`src/mpes_params.svh`:
```
// constants for the memory pipeline event select block
`ifndef MPES_PARAMS_SVH
`define MPES_PARAMS_SVH

// event codes
`define MPES_EV_RETRYQ 8'h03
`define MPES_EV_MEMUOP 8'h04
`define MPES_EV_WALK 8'h05
`define MPES_EV_L2CACHE 8'h2e
`define MPES_EV_XQREJ 8'h30
`define MPES_EV_L2QREJ 8'h31

// unit masks
`define MPES_UM_00 8'h00
`define MPES_UM_01 8'h01
`define MPES_UM_02 8'h02
`define MPES_UM_03 8'h03
`define MPES_UM_04 8'h04
`define MPES_UM_08 8'h08
`define MPES_UM_10 8'h10
`define MPES_UM_20 8'h20
`define MPES_UM_40 8'h40
`define MPES_UM_41 8'h41
`define MPES_UM_4F 8'h4f
`define MPES_UM_80 8'h80

// counter and queue sizing defaults
`define MPES_CNT_W 48
`define MPES_L2Q_DEPTH 8'h10
`define MPES_L2Q_MARGIN 8'h01
`define MPES_FAIR_SHARE 8'h0c
`define MPES_XQ_DEPTH 8'h08
`define MPES_XQ_MARGIN 8'h02
`define MPES_RQ_DEPTH 8'h08
`define MPES_LVL_ZERO 8'h00

`endif

```
`src/mpes_pkg.sv`:
```
// types shared by the memory pipeline event select block
package mpes_pkg;

  typedef logic [7:0] mpes_lvl_t;

  // per-cycle condition strobes from the core pipeline
  typedef struct packed {
    logic ld_fwd_blocked;
    logic ld_std_late;
    logic st_split;
    logic ld_split;
    logic lock_op;
    logic sta_full;
    logic reissue_ld;
    logic reissue_st;
    logic ld_l1_miss;
    logic ld_l2_hit;
    logic ld_l2_miss;
    logic ld_dtb_miss;
    logic ld_utb_miss;
    logic ld_remote_hit;
    logic ld_retired;
    logic st_retired;
    logic dwalk_busy;
    logic iwalk_busy;
    logic l2_miss;
    logic l2_ref;
  } mpes_mem_ev_s;

  // one request from either core into the shared queue
  typedef struct packed {
    logic valid;
    logic core;
    logic dirty_evict;
    logic addr_conflict;
    logic l2_pf;
    logic direct_xq;
  } mpes_req_s;

  // one second-level queue entry finishing its lookup
  typedef struct packed {
    logic valid;
    logic core;
    logic miss;
  } mpes_done_s;

endpackage

```
`src/mpes_queue_track.sv`:
```
// shared request queues and retry queue occupancy with reject events
`timescale 1ns/1ps
`default_nettype none
`include "mpes_params.svh"

module mpes_queue_track
  import mpes_pkg::*;
#(
  parameter mpes_lvl_t L2Q_DEPTH = `MPES_L2Q_DEPTH,
  parameter mpes_lvl_t L2Q_MARGIN = `MPES_L2Q_MARGIN,
  parameter mpes_lvl_t FAIR_SHARE = `MPES_FAIR_SHARE,
  parameter mpes_lvl_t XQ_DEPTH = `MPES_XQ_DEPTH,
  parameter mpes_lvl_t XQ_MARGIN = `MPES_XQ_MARGIN,
  parameter mpes_lvl_t RQ_DEPTH = `MPES_RQ_DEPTH
)(
  input wire logic mclk,
  input wire logic resetn,
  input wire mpes_req_s req,
  input wire mpes_done_s done,
  input wire logic xq_issue,
  input wire logic rq_park,
  input wire logic rq_done,
  output logic l2q_rej_r,
  output logic xq_rej_r,
  output mpes_lvl_t l2q_lvl_r,
  output mpes_lvl_t xq_lvl_r,
  output mpes_lvl_t rq_lvl_r
);

  function automatic mpes_lvl_t lvl_step(mpes_lvl_t cur, logic inc,
                                         logic dec);
    lvl_step = cur + {7'h00, inc} - {7'h00, dec};
  endfunction

  mpes_lvl_t core_lvl_r [2];
  wire logic l2q_near;
  wire logic xq_near;
  wire logic share_over;
  wire logic evict_hit;
  wire logic req_rej;
  wire logic l2q_in;
  wire logic l2q_out;
  wire logic xq_move;
  wire logic xq_direct;
  wire logic xq_out;
  wire logic rq_in;
  wire logic rq_out;

  ////////////////////////////////////////////////////////////////////////
  // admission: full, fairness and dirty eviction conflict all reject
  assign l2q_near = l2q_lvl_r >= (L2Q_DEPTH - L2Q_MARGIN);
  assign xq_near = xq_lvl_r >= (XQ_DEPTH - XQ_MARGIN);
  assign share_over = core_lvl_r[req.core] >= FAIR_SHARE;
  assign evict_hit = req.dirty_evict & req.addr_conflict;
  assign req_rej = req.valid & (req.direct_xq ? xq_near
                 : (l2q_near | share_over | evict_hit));
  assign l2q_in = req.valid & ~req.direct_xq & ~req_rej;
  // a miss that finds the outer queue near full stays and retries
  assign xq_move = done.valid & done.miss & ~xq_near;
  assign l2q_out = done.valid & (~done.miss | ~xq_near);
  assign xq_direct = req.valid & req.direct_xq & ~xq_near;
  assign xq_out = xq_issue & (xq_lvl_r != `MPES_LVL_ZERO);
  // margin of two lets a move and a direct entry land together
  assign rq_in = rq_park & (rq_lvl_r != RQ_DEPTH);
  assign rq_out = rq_done & (rq_lvl_r != `MPES_LVL_ZERO);

  ////////////////////////////////////////////////////////////////////////
  // occupancy and reject pulses
  always_ff @(posedge mclk or negedge resetn)
  begin
    if (!resetn)
    begin
      l2q_lvl_r <= `MPES_LVL_ZERO;
      xq_lvl_r <= `MPES_LVL_ZERO;
      rq_lvl_r <= `MPES_LVL_ZERO;
      core_lvl_r[0] <= `MPES_LVL_ZERO;
      core_lvl_r[1] <= `MPES_LVL_ZERO;
      l2q_rej_r <= 1'b0;
      xq_rej_r <= 1'b0;
    end
    else
    begin
      l2q_lvl_r <= lvl_step(l2q_lvl_r, l2q_in, l2q_out);
      xq_lvl_r <= lvl_step(lvl_step(xq_lvl_r, xq_move, xq_out),
                           xq_direct, 1'b0);
      rq_lvl_r <= lvl_step(rq_lvl_r, rq_in, rq_out);
      for (int c = 0; c < 2; c++)
        core_lvl_r[c] <= lvl_step(core_lvl_r[c],
                                  l2q_in & (req.core == c[0]),
                                  l2q_out & (done.core == c[0]));
      // dropped second-level prefetches are not reported
      l2q_rej_r <= req_rej & ~req.l2_pf;
      xq_rej_r <= done.valid & done.miss & xq_near;
    end
  end
endmodule
`default_nettype wire

```
`src/mpes_top.sv`:
```
// memory pipeline event select and counter
// Summary of operation
// - 03H/01H counts loads denied forwarding, address mismatch
// - 03H/02H counts forwards lost to late store data
// - 03H/04H store splits, 08H load line splits
// - 03H/10H counts retired locked memory operations
// - 03H/20H counts stores delayed, store address full
// - 03H/40H reissued loads, 80H reissued stores
// - retry queue holds ops until reissued, completed
// - 04H/01H counts first-level load misses, no prefetch
// - 04H/02H second-level load hits, 04H misses
// - 04H/08H data buffer misses, 10H unified misses
// - 04H/20H loads supplied by other core
// - 04H/40H all retired loads, 80H all stores
// - 05H/01H data walk cycles, 02H instruction walks
// - 05H/03H with edge counts walks, else cycles
// - 2EH/41H second-level misses, 4FH references
// - 30H counts outer queue rejects of moving misses when near full
// - misses pass second-level queue then outer queue
// - both cores share both queues, outer nearest link
// - 31H counts shared queue rejects, not dropped prefetches
// - shared queue may reject a core for fairness
// - conflicting dirty eviction may be rejected with room
`timescale 1ns/1ps
`default_nettype none
`include "mpes_params.svh"

module mpes_top
  import mpes_pkg::*;
#(
  parameter int CNT_W = `MPES_CNT_W,
  parameter mpes_lvl_t L2Q_DEPTH = `MPES_L2Q_DEPTH,
  parameter mpes_lvl_t XQ_DEPTH = `MPES_XQ_DEPTH,
  parameter mpes_lvl_t RQ_DEPTH = `MPES_RQ_DEPTH
)(
  input wire logic mclk,
  input wire logic resetn,
  input wire logic [7:0] event_code,
  input wire logic [7:0] unit_mask,
  input wire logic edge_det,
  input wire logic count_en,
  input wire logic count_clr,
  input wire mpes_mem_ev_s mem_ev,
  input wire mpes_req_s req,
  input wire mpes_done_s done,
  input wire logic xq_issue,
  input wire logic rq_park,
  input wire logic rq_done,
  output logic [CNT_W-1:0] count_r,
  output logic hit_r,
  output logic l2q_rej_r,
  output logic xq_rej_r,
  output mpes_lvl_t l2q_lvl_r,
  output mpes_lvl_t xq_lvl_r,
  output mpes_lvl_t rq_lvl_r
);

  ////////////////////////////////////////////////////////////////////////
  // decode of one code and mask pair into the selected condition

  function automatic logic pick_cond(logic [7:0] code, logic [7:0] um,
                                     mpes_mem_ev_s ev, logic l2q_rej,
                                     logic xq_rej);
    logic c;
    c = 1'b0;
    if (code == `MPES_EV_RETRYQ)
    begin
      if (um == `MPES_UM_01)
        c = ev.ld_fwd_blocked;
      else if (um == `MPES_UM_02)
        c = ev.ld_std_late;
      else if (um == `MPES_UM_04)
        c = ev.st_split;
      else if (um == `MPES_UM_08)
        c = ev.ld_split;
      else if (um == `MPES_UM_10)
        c = ev.lock_op;
      else if (um == `MPES_UM_20)
        c = ev.sta_full;
      else if (um == `MPES_UM_40)
        c = ev.reissue_ld;
      else if (um == `MPES_UM_80)
        c = ev.reissue_st;
    end
    else if (code == `MPES_EV_MEMUOP)
    begin
      if (um == `MPES_UM_01)
        c = ev.ld_l1_miss;
      else if (um == `MPES_UM_02)
        c = ev.ld_l2_hit;
      else if (um == `MPES_UM_04)
        c = ev.ld_l2_miss;
      else if (um == `MPES_UM_08)
        c = ev.ld_dtb_miss;
      else if (um == `MPES_UM_10)
        c = ev.ld_utb_miss;
      else if (um == `MPES_UM_20)
        c = ev.ld_remote_hit;
      else if (um == `MPES_UM_40)
        c = ev.ld_retired;
      else if (um == `MPES_UM_80)
        c = ev.st_retired;
    end
    else if (code == `MPES_EV_WALK)
    begin
      if (um == `MPES_UM_01)
        c = ev.dwalk_busy;
      else if (um == `MPES_UM_02)
        c = ev.iwalk_busy;
      else if (um == `MPES_UM_03)
        c = ev.dwalk_busy | ev.iwalk_busy;
    end
    else if (code == `MPES_EV_L2CACHE)
    begin
      if (um == `MPES_UM_41)
        c = ev.l2_miss;
      else if (um == `MPES_UM_4F)
        c = ev.l2_ref;
    end
    else if (code == `MPES_EV_XQREJ && um == `MPES_UM_00)
      c = xq_rej;
    else if (code == `MPES_EV_L2QREJ && um == `MPES_UM_00)
      c = l2q_rej;
    pick_cond = c;
  endfunction

  // same decode with every strobe high tells whether the pair exists
  function automatic logic pick_known(logic [7:0] code, logic [7:0] um);
    mpes_mem_ev_s all;
    all = '1;
    pick_known = pick_cond(code, um, all, 1'b1, 1'b1);
  endfunction

  ////////////////////////////////////////////////////////////////////////
  // shared request queues and retry queue

  mpes_queue_track #(
    .L2Q_DEPTH(L2Q_DEPTH),
    .L2Q_MARGIN(`MPES_L2Q_MARGIN),
    .FAIR_SHARE(`MPES_FAIR_SHARE),
    .XQ_DEPTH(XQ_DEPTH),
    .XQ_MARGIN(`MPES_XQ_MARGIN),
    .RQ_DEPTH(RQ_DEPTH)
  ) u_queue (
    .mclk(mclk),
    .resetn(resetn),
    .req(req),
    .done(done),
    .xq_issue(xq_issue),
    .rq_park(rq_park),
    .rq_done(rq_done),
    .l2q_rej_r(l2q_rej_r),
    .xq_rej_r(xq_rej_r),
    .l2q_lvl_r(l2q_lvl_r),
    .xq_lvl_r(xq_lvl_r),
    .rq_lvl_r(rq_lvl_r)
  );

  ////////////////////////////////////////////////////////////////////////
  // selection and edge qualification

  logic cond_prev_r;
  wire logic cond;
  wire logic code_known;
  wire logic inc;

  assign cond = pick_cond(event_code, unit_mask, mem_ev,
                          l2q_rej_r, xq_rej_r);
  assign code_known = pick_known(event_code, unit_mask);
  // edge mode needs the previous cycle low; level mode counts cycles
  assign inc = count_en & cond & (~edge_det | ~cond_prev_r);

  ////////////////////////////////////////////////////////////////////////
  // history of the selected condition, kept even while disabled
  always_ff @(posedge mclk or negedge resetn)
  begin
    if (!resetn)
      cond_prev_r <= 1'b0;
    else
      cond_prev_r <= cond;
  end

  // counter wraps silently; overflow handling sits outside this block
  always_ff @(posedge mclk or negedge resetn)
  begin
    if (!resetn)
    begin
      count_r <= CNT_W'(0);
      hit_r <= 1'b0;
    end
    else
    begin
      hit_r <= inc;
      if (count_clr)
        count_r <= CNT_W'(0);
      else
        count_r <= count_r + {{(CNT_W-1){1'b0}}, inc};
    end
  end
endmodule
`default_nettype wire

```
`config.mk`:
```
export PLATFORM = sky130hd
export DESIGN_NAME = mpes_top
export DESIGN_NICKNAME = d
export VERILOG_FILES = /design/src/mpes_pkg.sv /design/src/mpes_queue_track.sv /design/src/mpes_top.sv
export VERILOG_INCLUDE_DIRS = /design/src
export SDC_FILE = /design/constraint.sdc
export NUM_CORES = 1
export LEC_CHECK = 0
export BUFFER_PORTS_ARGS = -buffer_cell sky130_fd_sc_hd__clkbuf_2
export CAP_MARGIN = 30
export CORE_MARGIN = 10
export CORE_UTILIZATION = 25
export DETAILED_ROUTE_END_ITERATION = 10
export PLACE_DENSITY = 0.49
export SYNTH_ARGS = -nofsm -noshare
export SYNTH_HDL_FRONTEND = slang
export SYNTH_HIERARCHICAL = 1
export SYNTH_SLANG_ARGS = --single-unit
export TNS_END_PERCENT = 50
```
`constraint.sdc`:
```
create_clock -name mclk -period 3.5 [get_ports mclk]
set_input_delay 0.175 -clock mclk [delete_from_list [all_inputs] [get_ports mclk]]
set_output_delay 0.175 -clock mclk [all_outputs]
set_load 0.01 [all_outputs]
```
==> impl_metrics.csv, run 1 <==
group,metric,value,unit
run_status,outcome,"finished clean",
power_and_ir_drop,pwr_density_cell,709.5,nW/um^2
synth,yosys_register_bits,92,
synth,yosysUniqueCellTypes,62,
layout,final_cell_area,7571,sq um
placement,routabilityCongestion,0.8172,
grt,globalRouteMet3Util,3.131,%
clock_tree,tritoncts,"done",
setup_path,req_time_crit_path,3.73,ns
floorplan,die_height,175.5,um
setup_path,worst_path_dominant_cell_family,"adder cells",
floorplan,fp-row-count,56,
layout,final_layout_size_suffix_gt1_share,22.54,%
power_and_ir_drop,ir_drop,427.7,uV
routing,drt-initial-drc-count,301,
clock_tree,h-tree-depth,3,
sta,maxSlewHeadroom,56.10,%
grt,globalRoute.busiestLayer,"met2",
synth,synth-simple-area-share,23.51,%
grt,global_route.usage.met1,12.83,%
sta,worst_slew_pin_slew,0.6561,ns
clock_tree,cts_made_buffers,9,
grt,grtUsageMet2,17.22,%
layout,highest_count_cells_in_the_layout_ignoring_fill_and_taps,"126 x clkbuf_2, 92 x dfrtp_1, 73 x inv_1",
routing,detail_route.drc_violations,0,
layout,final_core_utilization,32.06,%
clock_tree,cts_setup_buffers,0,
synth,syn_area_per_cell,9.200,sq um
setup_path,worstPathCellList,"inv_1 > ha_1 > a21oi_1 > o21ai_0 > a21boi_2 > nand3_1 > ha_1 > fa_1 > fa_1 > inv_1 > a21oi_1 > o21bai_1 > a2111o_1 > nand3_1",
placement,detailedPlacementHpwl,12.36,mm
setup_path,critPathCaptureType,"flop",
floorplan,die_width,175.5,um
routing,drt_pre_antenna_iters,4,
grt,initial_antenna_violation_count,0,
routing,drt-total-wl,15.62,mm
grt,grt_max_degree,40,
clock_tree,clock_latency_reported_for_the_late_side_of_the_worst_skew_pair,0.35,ns
layout,nets,920,
floorplan,io_pins,128,
setup_path,cp_data_arrival_time,3.46,ns
layout,area.sequential,2302,sq um
grt,via_count_of_the_first_global_routing_pass,5206,
setup_path,critical-path-max-stage-delay,0.45,ns
power_and_ir_drop,p_leak,3.592,nW
setup_path,critical_path_buf_inv_count,2,
synth,synthesis.yosys.warnings,6,
floorplan,initial_core_util,25.60,%
layout,areaGrowthSynthToFinish,25.25,%
setup_path,critPathMaxFanout,5,
sta,final.setup.tns,0,ns
floorplan,die_area,30800,sq um
synth,syn-cell-area,6045,sq um
layout,final_common_cell,"clkbuf_2",
synth,post_synthesis_compound_gate_area_fraction,12.23,%
sta,final_hold_viol_count,0,
job,maxCapViolations,0,
synth,mappedNetlistNets,770,
setup_path,path_class,"flop to flop",
sta,post-route-period-util,92.53,%
clock_tree,clock_sinks,92,
synth,syn_inst,657,
placement,place.port_buffers,127,
clock_tree,clock_path_buffers,2,
sta,finalSetupViolations,0,
sta,fmax,308.8,MHz
synth,main_combinational_cell_family_by_area_after_synthesis,"simple AND/OR/NAND/NOR gates",
sta,drv_slew,0,
setup_path,critPathSlowestCell,"fa_1",
routing,wl_per_cell,13.81,um
floorplan,core_area,23610,sq um
synth,synthXorXnorAreaFrac,7.535,%
synth,post_synth_arst_share,100.0,%
clock_tree,clk_pin_slew,0.07,ns
grt,grt-ovfl-total,0,
routing,detailroute.via_count,5172,
sta,timing.final.crit_period,3.238,ns
routing,final_antenna_net_count,0,
routing,vias_per_cell,4.573,
layout,antenna_cells_inserted,0,
power_and_ir_drop,post-layout-total-power,5.372,mW
placement,post_dp_cell_area,7234,sq um
grt,global_route_wire_length_before_repair,26.38,mm
synth,synth-main-ff-cell,"dfrtp_1",
layout,combined_area_of_the_multi_input_logic_cells,3446,sq um
layout,num-fill-cells,2473,
sta,skew,0.009571,ns
sta,whs,0.05270,ns
synth,post_synth_edffs,0,
synth,adder_cell_share_of_the_synthesized_area,13.16,%
clock_tree,cts.root.buffer_cell,"clkbuf_16",
setup_path,worstSetupStartpointType,"flop",
grt,groute.usage.overall,10.36,%
synth,post_synth_mux_area_share,0.1863,%
synth,sequential_area_share_after_synthesis,38.09,%
worst_hold_path,worstHoldPathType,"input pin to flop",
## per-layer routing
layer  up-vias  share of wire (%)  wire length [um]
li1       2622                  -                 -
met1      2430                 46              7246
met2       106                 47              7320
met3        14                5.6               870
met4         0                1.2               185
met5         -                  0                 0
## flip-flops by register name, indices dropped and copies added (netlist names)
register            count
count_r                48
cond_prev_r             1
u_queue/l2q_rej_r       1
u_queue/rq_lvl_r        8
u_queue/l2q_lvl_r       8
u_queue/xq_lvl_r        8
hit_r                   1
u_queue/core_lvl_r     16
u_queue/xq_rej_r        1
## metrics by stage
stage,instances,setup WS (ns)
6_report,1131,0.2616
5_1_grt,1131,-0.005499
4_1_cts,1131,0.08676
3_5_place_dp,1113,-0.004711
3_3_place_gp,1111,0.02564
2_1_floorplan,657,0.1885
## final cells by class
| type | instances | share of cell area [%] |
|---|---|---|
| sequential | 92 | 30.41 |
| tap | 319 | 5.272 |
| timing repair buffer | 151 | 11.30 |
| clock inverter | 6 | 0.7272 |
| multi-input combinational | 480 | 45.51 |
| clock buffer | 10 | 3.157 |
| inverter | 73 | 3.619 |
## synthesized netlist by cell type, types with 6 or more instances
| cell | n | area (sq um) |
|---|---|---|
| a21oi_1 | 43 | 215.2 |
| nand2b_1 | 11 | 68.82 |
| xnor2_1 | 23 | 201.4 |
| ha_1 | 54 | 675.7 |
| nand3b_1 | 11 | 82.58 |
| or4_1 | 7 | 52.55 |
| fa_1 | 6 | 120.1 |
| and3_1 | 7 | 43.79 |
| nor2_1 | 48 | 180.2 |
| clkbuf_1 | 11 | 41.29 |
| or3_1 | 17 | 106.4 |
| xor2_1 | 29 | 254.0 |
| nor3_1 | 9 | 45.04 |
| nor2b_1 | 11 | 68.82 |
| nand4_1 | 21 | 131.4 |
| nand3_1 | 36 | 180.2 |
| o21ai_0 | 33 | 165.2 |
| inv_1 | 73 | 274.0 |
| dfrtp_1 | 92 | 2302 |
| nand2_1 | 35 | 131.4 |
## final timing paths
| check | endpoint | slack [ns] | start | cells past startpoint |
|---|---|---|---|---|
| setup reg to reg | u_queue/xq_lvl_r[6]$_DFF_PN0_ | 0.26 | u_queue/xq_lvl_r[3]$_DFF_PN0_ | 14 |
| hold / removal | hit_r$_DFF_PN0_ | 0.05 | count_en | 3 |
| setup / recovery | u_queue/xq_lvl_r[6]$_DFF_PN0_ | 0.26 | u_queue/xq_lvl_r[3]$_DFF_PN0_ | 14 |
| max in group asynchronous | u_queue/core_lvl_r[14]$_DFF_PN0_ | 2.26 | resetn | 4 |
| min in group asynchronous | count_r[7]$_DFF_PN0_ | 0.34 | resetn | 2 |
| hold reg to reg | u_queue/core_lvl_r[8]$_DFF_PN0_ | 0.48 | u_queue/core_lvl_r[8]$_DFF_PN0_ | 1 |
## report_power, final
group | leakage, nW | switching (mW) | internal (mW)
registers | 1.19 | 0.221 | 1.37
clock network | 0.139 | 0.467 | 0.516
logic | 2.26 | 1.51 | 1.28
## worst reg2reg max path, stage by stage (launching register included)
cell and delay [ns]:
dfrtp_1 0.40, inv_1 0.08, ha_1 0.22, a21oi_1 0.15, o21ai_0 0.12, a21boi_2 0.23
nand3_1 0.12, ha_1 0.30, fa_1 0.45, fa_1 0.42, inv_1 0.07, a21oi_1 0.06
o21bai_1 0.24, a2111o_1 0.18, nand3_1 0.09
## logic make-up (layout without fill, tap and decap cells)
logic type,after synthesis,count (layout)
xor+xnor,52,52
mux,1,1
fa+ha+maj,60,60
buf+inv,85,240
compound gates,120,120
flops,92,92
simple gates,247,247
## what timing repair did
action	4_1_cts	5_1_grt
pin swaps	0	1
setup endpoints to repair	1	2
endpoints found under the hold margin	38	0
gates cloned	0	0
gates resized for setup	2	5
hold buffers	2	0
Power figures use the tool's default switching activity.
==> inputs of run 2 (changes only) <==
--- a/config.mk
+++ b/config.mk
@@ -14,6 +14,5 @@
 export PLACE_DENSITY = 0.49
 export SYNTH_ARGS = -nofsm -noshare
 export SYNTH_HDL_FRONTEND = slang
-export SYNTH_HIERARCHICAL = 1
 export SYNTH_SLANG_ARGS = --single-unit
 export TNS_END_PERCENT = 50
==> run 2 against run 1 <==
Clock skew down 0.0033 ns. Flip-flop and latch count unchanged. Cell area fell by 5.1%. Critical endpoint is now u_queue.core_lvl_r[6]$_DFF_PN0_.
==> impl_metrics.csv, run 2 <==
group,metric,value,unit
grt,global_route_wire_length_before_repair,23.65,mm
sta,finalSetupViolations,0,
routing,vias_per_cell,4.437,
setup_path,worstSetupStartpointType,"flop",
worst_hold_path,min_delay_path_depth,2,
clock_tree,cts_made_buffers,9,
worst_hold_path,worstHoldPathType,"input pin to flop",
sta,rsz0062_at_grt,"no",
clock_tree,clock_sinks,92,
floorplan,fp-row-count,55,
synth,yosysUniqueCellTypes,59,
clock_tree,cts.root.buffer_cell,"clkbuf_16",
sta,timing.final.crit_period,3.267,ns
grt,groute.usage.overall,10.03,%
routing,drt_pre_antenna_iters,4,
clock_tree,clock_latency_reported_for_the_late_side_of_the_worst_skew_pair,0.35,ns
synth,syn-cell-area,5753,sq um
synth,synth.top_cells.by_count,"92 x dfrtp_1, 68 x nor2_1, 66 x inv_1",
routing,drt-total-wl,14.49,mm
clock_tree,clock_path_buffers,2,
layout,reg_top3,"count_r x48, u_queue.core_lvl_r x16",
sta,final_hold_viol_count,0,
floorplan,die_height,171.7,um
layout,final_layout_size_suffix_gt1_share,23.55,%
sta,drv_slew,0,
synth,yosys_register_bits,92,
clock_tree,h-tree-depth,3,
synth,mappedNetlistNets,703,
sta,post-route-period-util,93.33,%
floorplan,initial_core_util,25.41,%
job,maxCapViolations,0,
synth,post_synth_arst_share,100.0,%
layout,largest_register_ffs,48,
layout,final_common_cell,"clkbuf_2",
floorplan,io_pins,128,
grt,initial_antenna_violation_count,0,
clock_tree,tritoncts,"done",
setup_path,worst_r2r_startpoint,"u_queue.core_lvl_r[14]$_DFF_PN0_",
synth,netlist.area_leader.share,40.02,%
power_and_ir_drop,p_leak,3.561,nW
placement,routabilityCongestion,0.7204,
synth,synth.area.top_cells,"dfrtp_1 40%, ha_1 12%, xor2_1 6.9%",
grt,grt-ovfl-total,0,
setup_path,reg2reg_setup_slack,0.23,ns
run_status,outcome,"finished clean",
routing,detail_route.drc_violations,0,
synth,synth-main-ff-cell,"dfrtp_1",
floorplan,die_area,29480,sq um
grt,grt_max_degree,50,
layout,final_core_utilization,31.73,%
power_and_ir_drop,ir_drop,380.2,uV
synth,synthMostInstantiatedCell,"dfrtp_1",
routing,drt-initial-drc-count,194,
sta,maxSlewHeadroom,53.98,%
sta,fmax,306.1,MHz
synth,synthesis.yosys.warnings,0,
routing,detailroute.via_count,4543,
layout,nets,846,
layout,highest_count_cells_in_the_layout_ignoring_fill_and_taps,"126 x clkbuf_2, 92 x dfrtp_1, 68 x nor2_1",
setup_path,r2r_worst_path_depth,15,
grt,via_count_of_the_first_global_routing_pass,4601,
routing,wl_per_cell,14.15,um
layout,num-fill-cells,2359,
sta,skew,0.006241,ns
synth,largest_area_contributor_in_the_netlist,"dfrtp_1",
sta,whs,0.02378,ns
placement,place.port_buffers,127,
setup_path,reg2reg_to,"u_queue.core_lvl_r[6]$_DFF_PN0_",
sta,worst_slew_pin_slew,0.6902,ns
setup_path,path_class,"flop to flop",
layout,areaGrowthSynthToFinish,24.88,%
setup_path,req_time_crit_path,3.74,ns
setup_path,cp_data_arrival_time,3.50,ns
worst_hold_path,min_delay_worst_endpoint,"u_queue.l2q_rej_r$_DFF_PN0_",
layout,register_ranked_first_by_flip_flop_count,"count_r",
layout,antenna_cells_inserted,0,
synth,post_synth_edffs,0,
synth,sequential_area_share_after_synthesis,40.02,%
synth,syn_area_per_cell,9.734,sq um
floorplan,core_area,22640,sq um
worst_hold_path,hold_path_startpoint,"req[1]",
setup_path,critPathMaxFanout,3,
placement,detailedPlacementHpwl,11.49,mm
floorplan,die_width,171.7,um
synth,syn_inst,591,
setup_path,critPathCaptureType,"flop",
clock_tree,clk_pin_slew,0.07,ns
power_and_ir_drop,pwr_density_cell,724.4,nW/um^2
routing,final_antenna_net_count,0,
[run 2: stage by stage]
step                      area, sq um  setup WS, ns  setup TNS [ns]  std cells  power (mW)
final                            7184        0.2335               0       1024       5.204
after global routing             7184      0.009115               0       1024       5.719
after CTS                        7162        0.1165               0       1023       5.296
after detailed placement         6829       0.05305               0       1006       4.172
after global placement           6802      -0.05414         -0.2531       1005       4.153
after floorplan                  5753        0.3182               0        591       3.517
[run 2: cells by family after synthesis]
family	Yosys count	synth area share (%)
AOI/OAI and AO/OA	68	7.917
adders and majority gates	59	13.61
xor gates and xnor gates	74	11.27
buffers and inverters	78	5.198
muxes	2	0.3697
and+or+nand+nor	218	21.62
DFF	92	40.02
[run 2: critical path, stage by stage, from the launching register on]
cell,delay [ns]
dfrtp_1,0.40
or4_1,0.55
a211oi_2,0.20
a31oi_1,0.10
a211oi_2,0.30
buf_4,0.15
and3_1,0.15
ha_1,0.16
inv_1,0.05
fa_1,0.40
nor2b_1,0.11
o21ai_0,0.09
a21boi_1,0.19
o21a_1,0.14
nor2_1,0.05
xnor2_1,0.11
[run 2: where the power goes]
part	leakage, nW	internal, mW	total [mW]	switching [mW]
Combinational	2.22	1.22	2.53	1.31
Sequential	1.19	1.37	1.59	0.225
Clock	0.154	0.633	1.08	0.448
Total	3.56	3.22	5.20	1.98
[run 2: metal layers]
metal	GRT usage (%)	wire (um)	up-vias
li1	-	-	2303
met1	12.61	6741	2152
met2	16.33	6799	80
met3	2.934	808	8
met4	2.798	140	0
met5	0	0	-
[run 2: worst max path at each step]
| stage | slack, ns | from | to | depth (start not counted) |
|---|---|---|---|---|
| finish | 0.23 | u_queue.core_lvl_r[14]$_DFF_PN0_ | u_queue.core_lvl_r[6]$_DFF_PN0_ | 15 |
| global route | 0.009 | u_queue.core_lvl_r[14]$_DFF_PN0_ | u_queue.core_lvl_r[14]$_DFF_PN0_ | 15 |
| CTS | 0.12 | u_queue.core_lvl_r[14]$_DFF_PN0_ | u_queue.core_lvl_r[14]$_DFF_PN0_ | 15 |
| detailed placement | 0.05 | unit_mask[2] | count_r[22]$_DFF_PN0_ | 16 |
| global placement | -0.05 | unit_mask[2] | count_r[34]$_DFF_PN0_ | 16 |
| floorplan | 0.32 | u_queue.xq_lvl_r[3]$_DFF_PN0_ | u_queue.xq_lvl_r[7]$_DFF_PN0_ | 15 |
[run 2: cell type report]
class / count / area, sq um / share of cell area (%)
Multi-Input combinational cell: 421 / 3167 / 44.08
Clock buffer: 10 / 229.0 / 3.187
Timing Repair Buffer: 144 / 788.3 / 10.97
Sequential cell: 92 / 2302 / 32.04
Tap cell: 285 / 356.6 / 4.963
Clock inverter: 6 / 93.84 / 1.306
Inverter: 66 / 247.7 / 3.448
[run 2: what timing repair did]
item,4_1_cts,5_1_grt
setup buffers,0,1
hold endpoints to repair,47,0
resized for setup,0,8
hold buffers,1,0
endpoints found under the setup margin,0,7
==> inputs of run 3 (changes only) <==
--- a/config.mk
+++ b/config.mk
@@ -10,8 +10,10 @@
 export CAP_MARGIN = 30
 export CORE_MARGIN = 10
 export CORE_UTILIZATION = 25
+export CTS_CLUSTER_SIZE = 25
 export DETAILED_ROUTE_END_ITERATION = 10
 export PLACE_DENSITY = 0.49
+export RECOVER_POWER = 25
 export SYNTH_ARGS = -nofsm -noshare
 export SYNTH_HDL_FRONTEND = slang
 export SYNTH_SLANG_ARGS = --single-unit
==> constraint.sdc (replaced) <==
create_clock -name mclk -period 3.9 [get_ports mclk]
set_input_delay 0.195 -clock mclk [delete_from_list [all_inputs] [get_ports mclk]]
set_output_delay 0.195 -clock mclk [all_outputs]
set_load 0.01 [all_outputs]
==> run 3 against run 2 <==
The run now ends with max-capacitance violations, max-slew violations left. Wire length shrank 0.71%. Critical path depth unchanged. Sequential power fell by 10%. Final cell count down 0.78%. Clock power fell by 19%. First-iteration DRC count decreased by 20%. Combinational power decreased by 13%. Sequential share of layout area is 0.60 points higher. Clock skew increased by 0.0057 ns. Die area is the same. Non-clock buffer count is 8 lower. Setup slack better by 0.21 ns. Critical endpoint is now u_queue.core_lvl_r[14]$_DFF_PN0_. Largest cell class unchanged. Largest power group unchanged.
==> impl_metrics.csv, run 3 (synthesis results as in run 2) <==
group,metric,value,unit
layout,reg_top3,"count_r x48, u_queue.core_lvl_r x16",
sta,worst_slew_pin_slew,2.473,ns
routing,final_antenna_net_count,0,
setup_path,cp_data_arrival_time,3.69,ns
clock_tree,clock_sinks,92,
grt,global_route_wire_length_before_repair,23.40,mm
sta,timing.final.crit_period,3.454,ns
placement,routabilityCongestion,0.7165,
layout,highest_count_cells_in_the_layout_ignoring_fill_and_taps,"104 x clkbuf_2, 92 x dfrtp_1, 68 x nor2_1",
layout,final_common_cell,"clkbuf_2",
floorplan,io_pins,128,
clock_tree,post_cts_gate_resize_count,0,
floorplan,core_area,22640,sq um
sta,fmax,289.5,MHz
setup_path,critPathSlowestCell,"or4_1",
power_and_ir_drop,pwr_density_cell,640.8,nW/um^2
sta,finalSetupViolations,0,
power_and_ir_drop,p_switching,1.786,mW
run_status,outcome,"complete, but fails checks",
clock_tree,h-tree-depth,3,
routing,drt-total-wl,14.39,mm
power_and_ir_drop,ir_drop,416.0,uV
sta,final_hold_viol_count,0,
layout,antenna_cells_inserted,0,
job,maxCapViolations,1,
power_and_ir_drop,sw_frac_of_total,39.52,%
routing,vias_per_cell,4.399,
power_and_ir_drop,clock_power_share,19.4,%
sta,skew,0.01197,ns
grt,via_count_of_the_first_global_routing_pass,4373,
layout,largest_register_ffs,48,
floorplan,fp-row-count,55,
setup_path,critical_path_buf_inv_count,1,
sta,rsz0062_at_grt,"no",
setup_path,critical-path-max-stage-delay,0.56,ns
clock_tree,cts_made_buffers,9,
run_status,violations,"max-capacitance violations, max-slew violations",
layout,nets,838,
clock_tree,clock_path_buffers,2,
power_and_ir_drop,power.combinational.fraction,49.0,%
grt,grt_max_degree,45,
placement,place.port_buffers,127,
clock_tree,clock_latency_reported_for_the_late_side_of_the_worst_skew_pair,0.36,ns
grt,grt-ovfl-total,0,
power_and_ir_drop,sequential_group_share_of_total_power,31.6,%
sta,post-route-period-util,88.56,%
floorplan,initial_core_util,25.41,%
sta,drv_slew,45,
routing,wl_per_cell,14.16,um
placement,post_dp_cell_area,6777,sq um
clock_tree,clk_pin_slew,0.07,ns
layout,final_cell_area,7052,sq um
placement,detailedPlacementHpwl,11.40,mm
clock_tree,tritoncts,"done",
setup_path,worstSetupStartpointType,"flop",
grt,initial_antenna_violation_count,0,
routing,detail_route.drc_violations,0,
sta,final.setup.tns,0,ns
setup_path,critPathMaxFanout,3,
setup_path,worstPathCellList,"or4_1 > a211oi_1 > a31oi_1 > a211oi_2 > and2_1 > nor2b_1 > ha_1 > inv_1 > fa_1 > nor2b_1 > o21ai_0 > a21boi_0 > o21a_1 > nor2_1 > xnor2_1",
setup_path,most_frequent_cell_on_the_critical_path,"nor2b_1",
floorplan,die_height,171.7,um
floorplan,die_area,29480,sq um
floorplan,die_width,171.7,um
routing,detailroute.via_count,4469,
setup_path,critPathCaptureType,"flop",
setup_path,path_class,"flop to flop",
routing,drt-initial-drc-count,156,
clock_tree,cts.root.buffer_cell,"clkbuf_16",
layout,final_layout_size_suffix_gt1_share,19.15,%
setup_path,worst_path_dominant_cell_family,"compound AO/OA/AOI/OAI gates",
grt,groute.usage.overall,9.987,%
power_and_ir_drop,p_leak,3.430,nW
sta,maxSlewHeadroom,-64.87,%
layout,areaGrowthSynthToFinish,22.57,%
layout,register_ranked_first_by_flip_flop_count,"count_r",
routing,drt_pre_antenna_iters,4,
worst_hold_path,worstHoldPathType,"input pin to flop",
power_and_ir_drop,power_report.internal_total,2.733,mW
setup_path,req_time_crit_path,4.14,ns
-- run 3: power by group through the flow --
stage / Combinational [mW] / Sequential [mW] / Clock (mW)
after global routing: 2.56 / 1.47 / 0.957
final: 2.21 / 1.43 / 0.877
after floorplan: 1.69 / 1.46 / 0
after global placement: 2.25 / 1.46 / 0
after detailed placement: 2.26 / 1.45 / 0
after CTS: 2.28 / 1.44 / 0.924
-- run 3: path summary, 6_finish.rpt --
check	from	end	slack, ns	cells past startpoint
worst max-delay path	u_queue.core_lvl_r[14]$_DFF_PN0_	u_queue.core_lvl_r[14]$_DFF_PN0_	0.45	15
worst min-delay path	req[1]	u_queue.l2q_rej_r$_DFF_PN0_	0.06	2
worst max register to register	u_queue.core_lvl_r[14]$_DFF_PN0_	u_queue.core_lvl_r[14]$_DFF_PN0_	0.45	15
worst min register to register	count_r[39]$_DFF_PN0_	count_r[39]$_DFF_PN0_	0.57	2
max in group asynchronous	resetn	u_queue.core_lvl_r[5]$_DFF_PN0_	1.19	3
min in group asynchronous	resetn	count_r[13]$_DFF_PN0_	1.15	2
-- run 3: cell type report --
class	instances	area (sq um)
Clock buffer	9	225.2
Clock inverter	7	71.32
Fill cell	2339	15590
Inverter	66	247.7
Multi-Input combinational cell	421	3152
Sequential cell	92	2302
Tap cell	285	356.6
Timing Repair Buffer	136	696.9
-- run 3: worst reg2reg max path: stages, from the launching register on --
cell and delay, ns:
dfrtp_1 0.40, or4_1 0.57, a211oi_1 0.25, a31oi_1 0.12
a211oi_2 0.23, and2_1 0.19, nor2b_1 0.14, ha_1 0.17
inv_1 0.06, fa_1 0.41, nor2b_1 0.12, o21ai_0 0.10
a21boi_0 0.28, o21a_1 0.15, nor2_1 0.05, xnor2_1 0.11
-- run 3: stage by stage --
step	hold slack, ns	std cells	total power, mW	setup slack [ns]	utilization, %
floorplan	-0.1006	591	3.156	0.7182	-
global placement	0.2493	998	3.707	0.3530	29.81
detailed placement	0.2441	999	3.715	0.3461	29.93
CTS	0.04974	1016	4.644	0.4477	31.28
global route	0.06848	1016	4.986	0.07934	31.15
finish	0.05923	1016	4.519	0.4463	31.15
-- run 3: layer usage --
metal	routed length (um)	vias to the layer above	part of all wire, %	track usage [%]
met5	0	-	0	0
li1	-	2286	-	-
met1	6804	2084	47	13.16
met3	867	10	6.0	3.071
met4	170	0	1.2	2.949
met2	6544	89	45	15.32
-- run 3: repair_timing --
action / in CTS / in global routing
hold endpoints to repair: 42 / 0
hold buffers: 1 / 0
setup buffers: 0 / 0
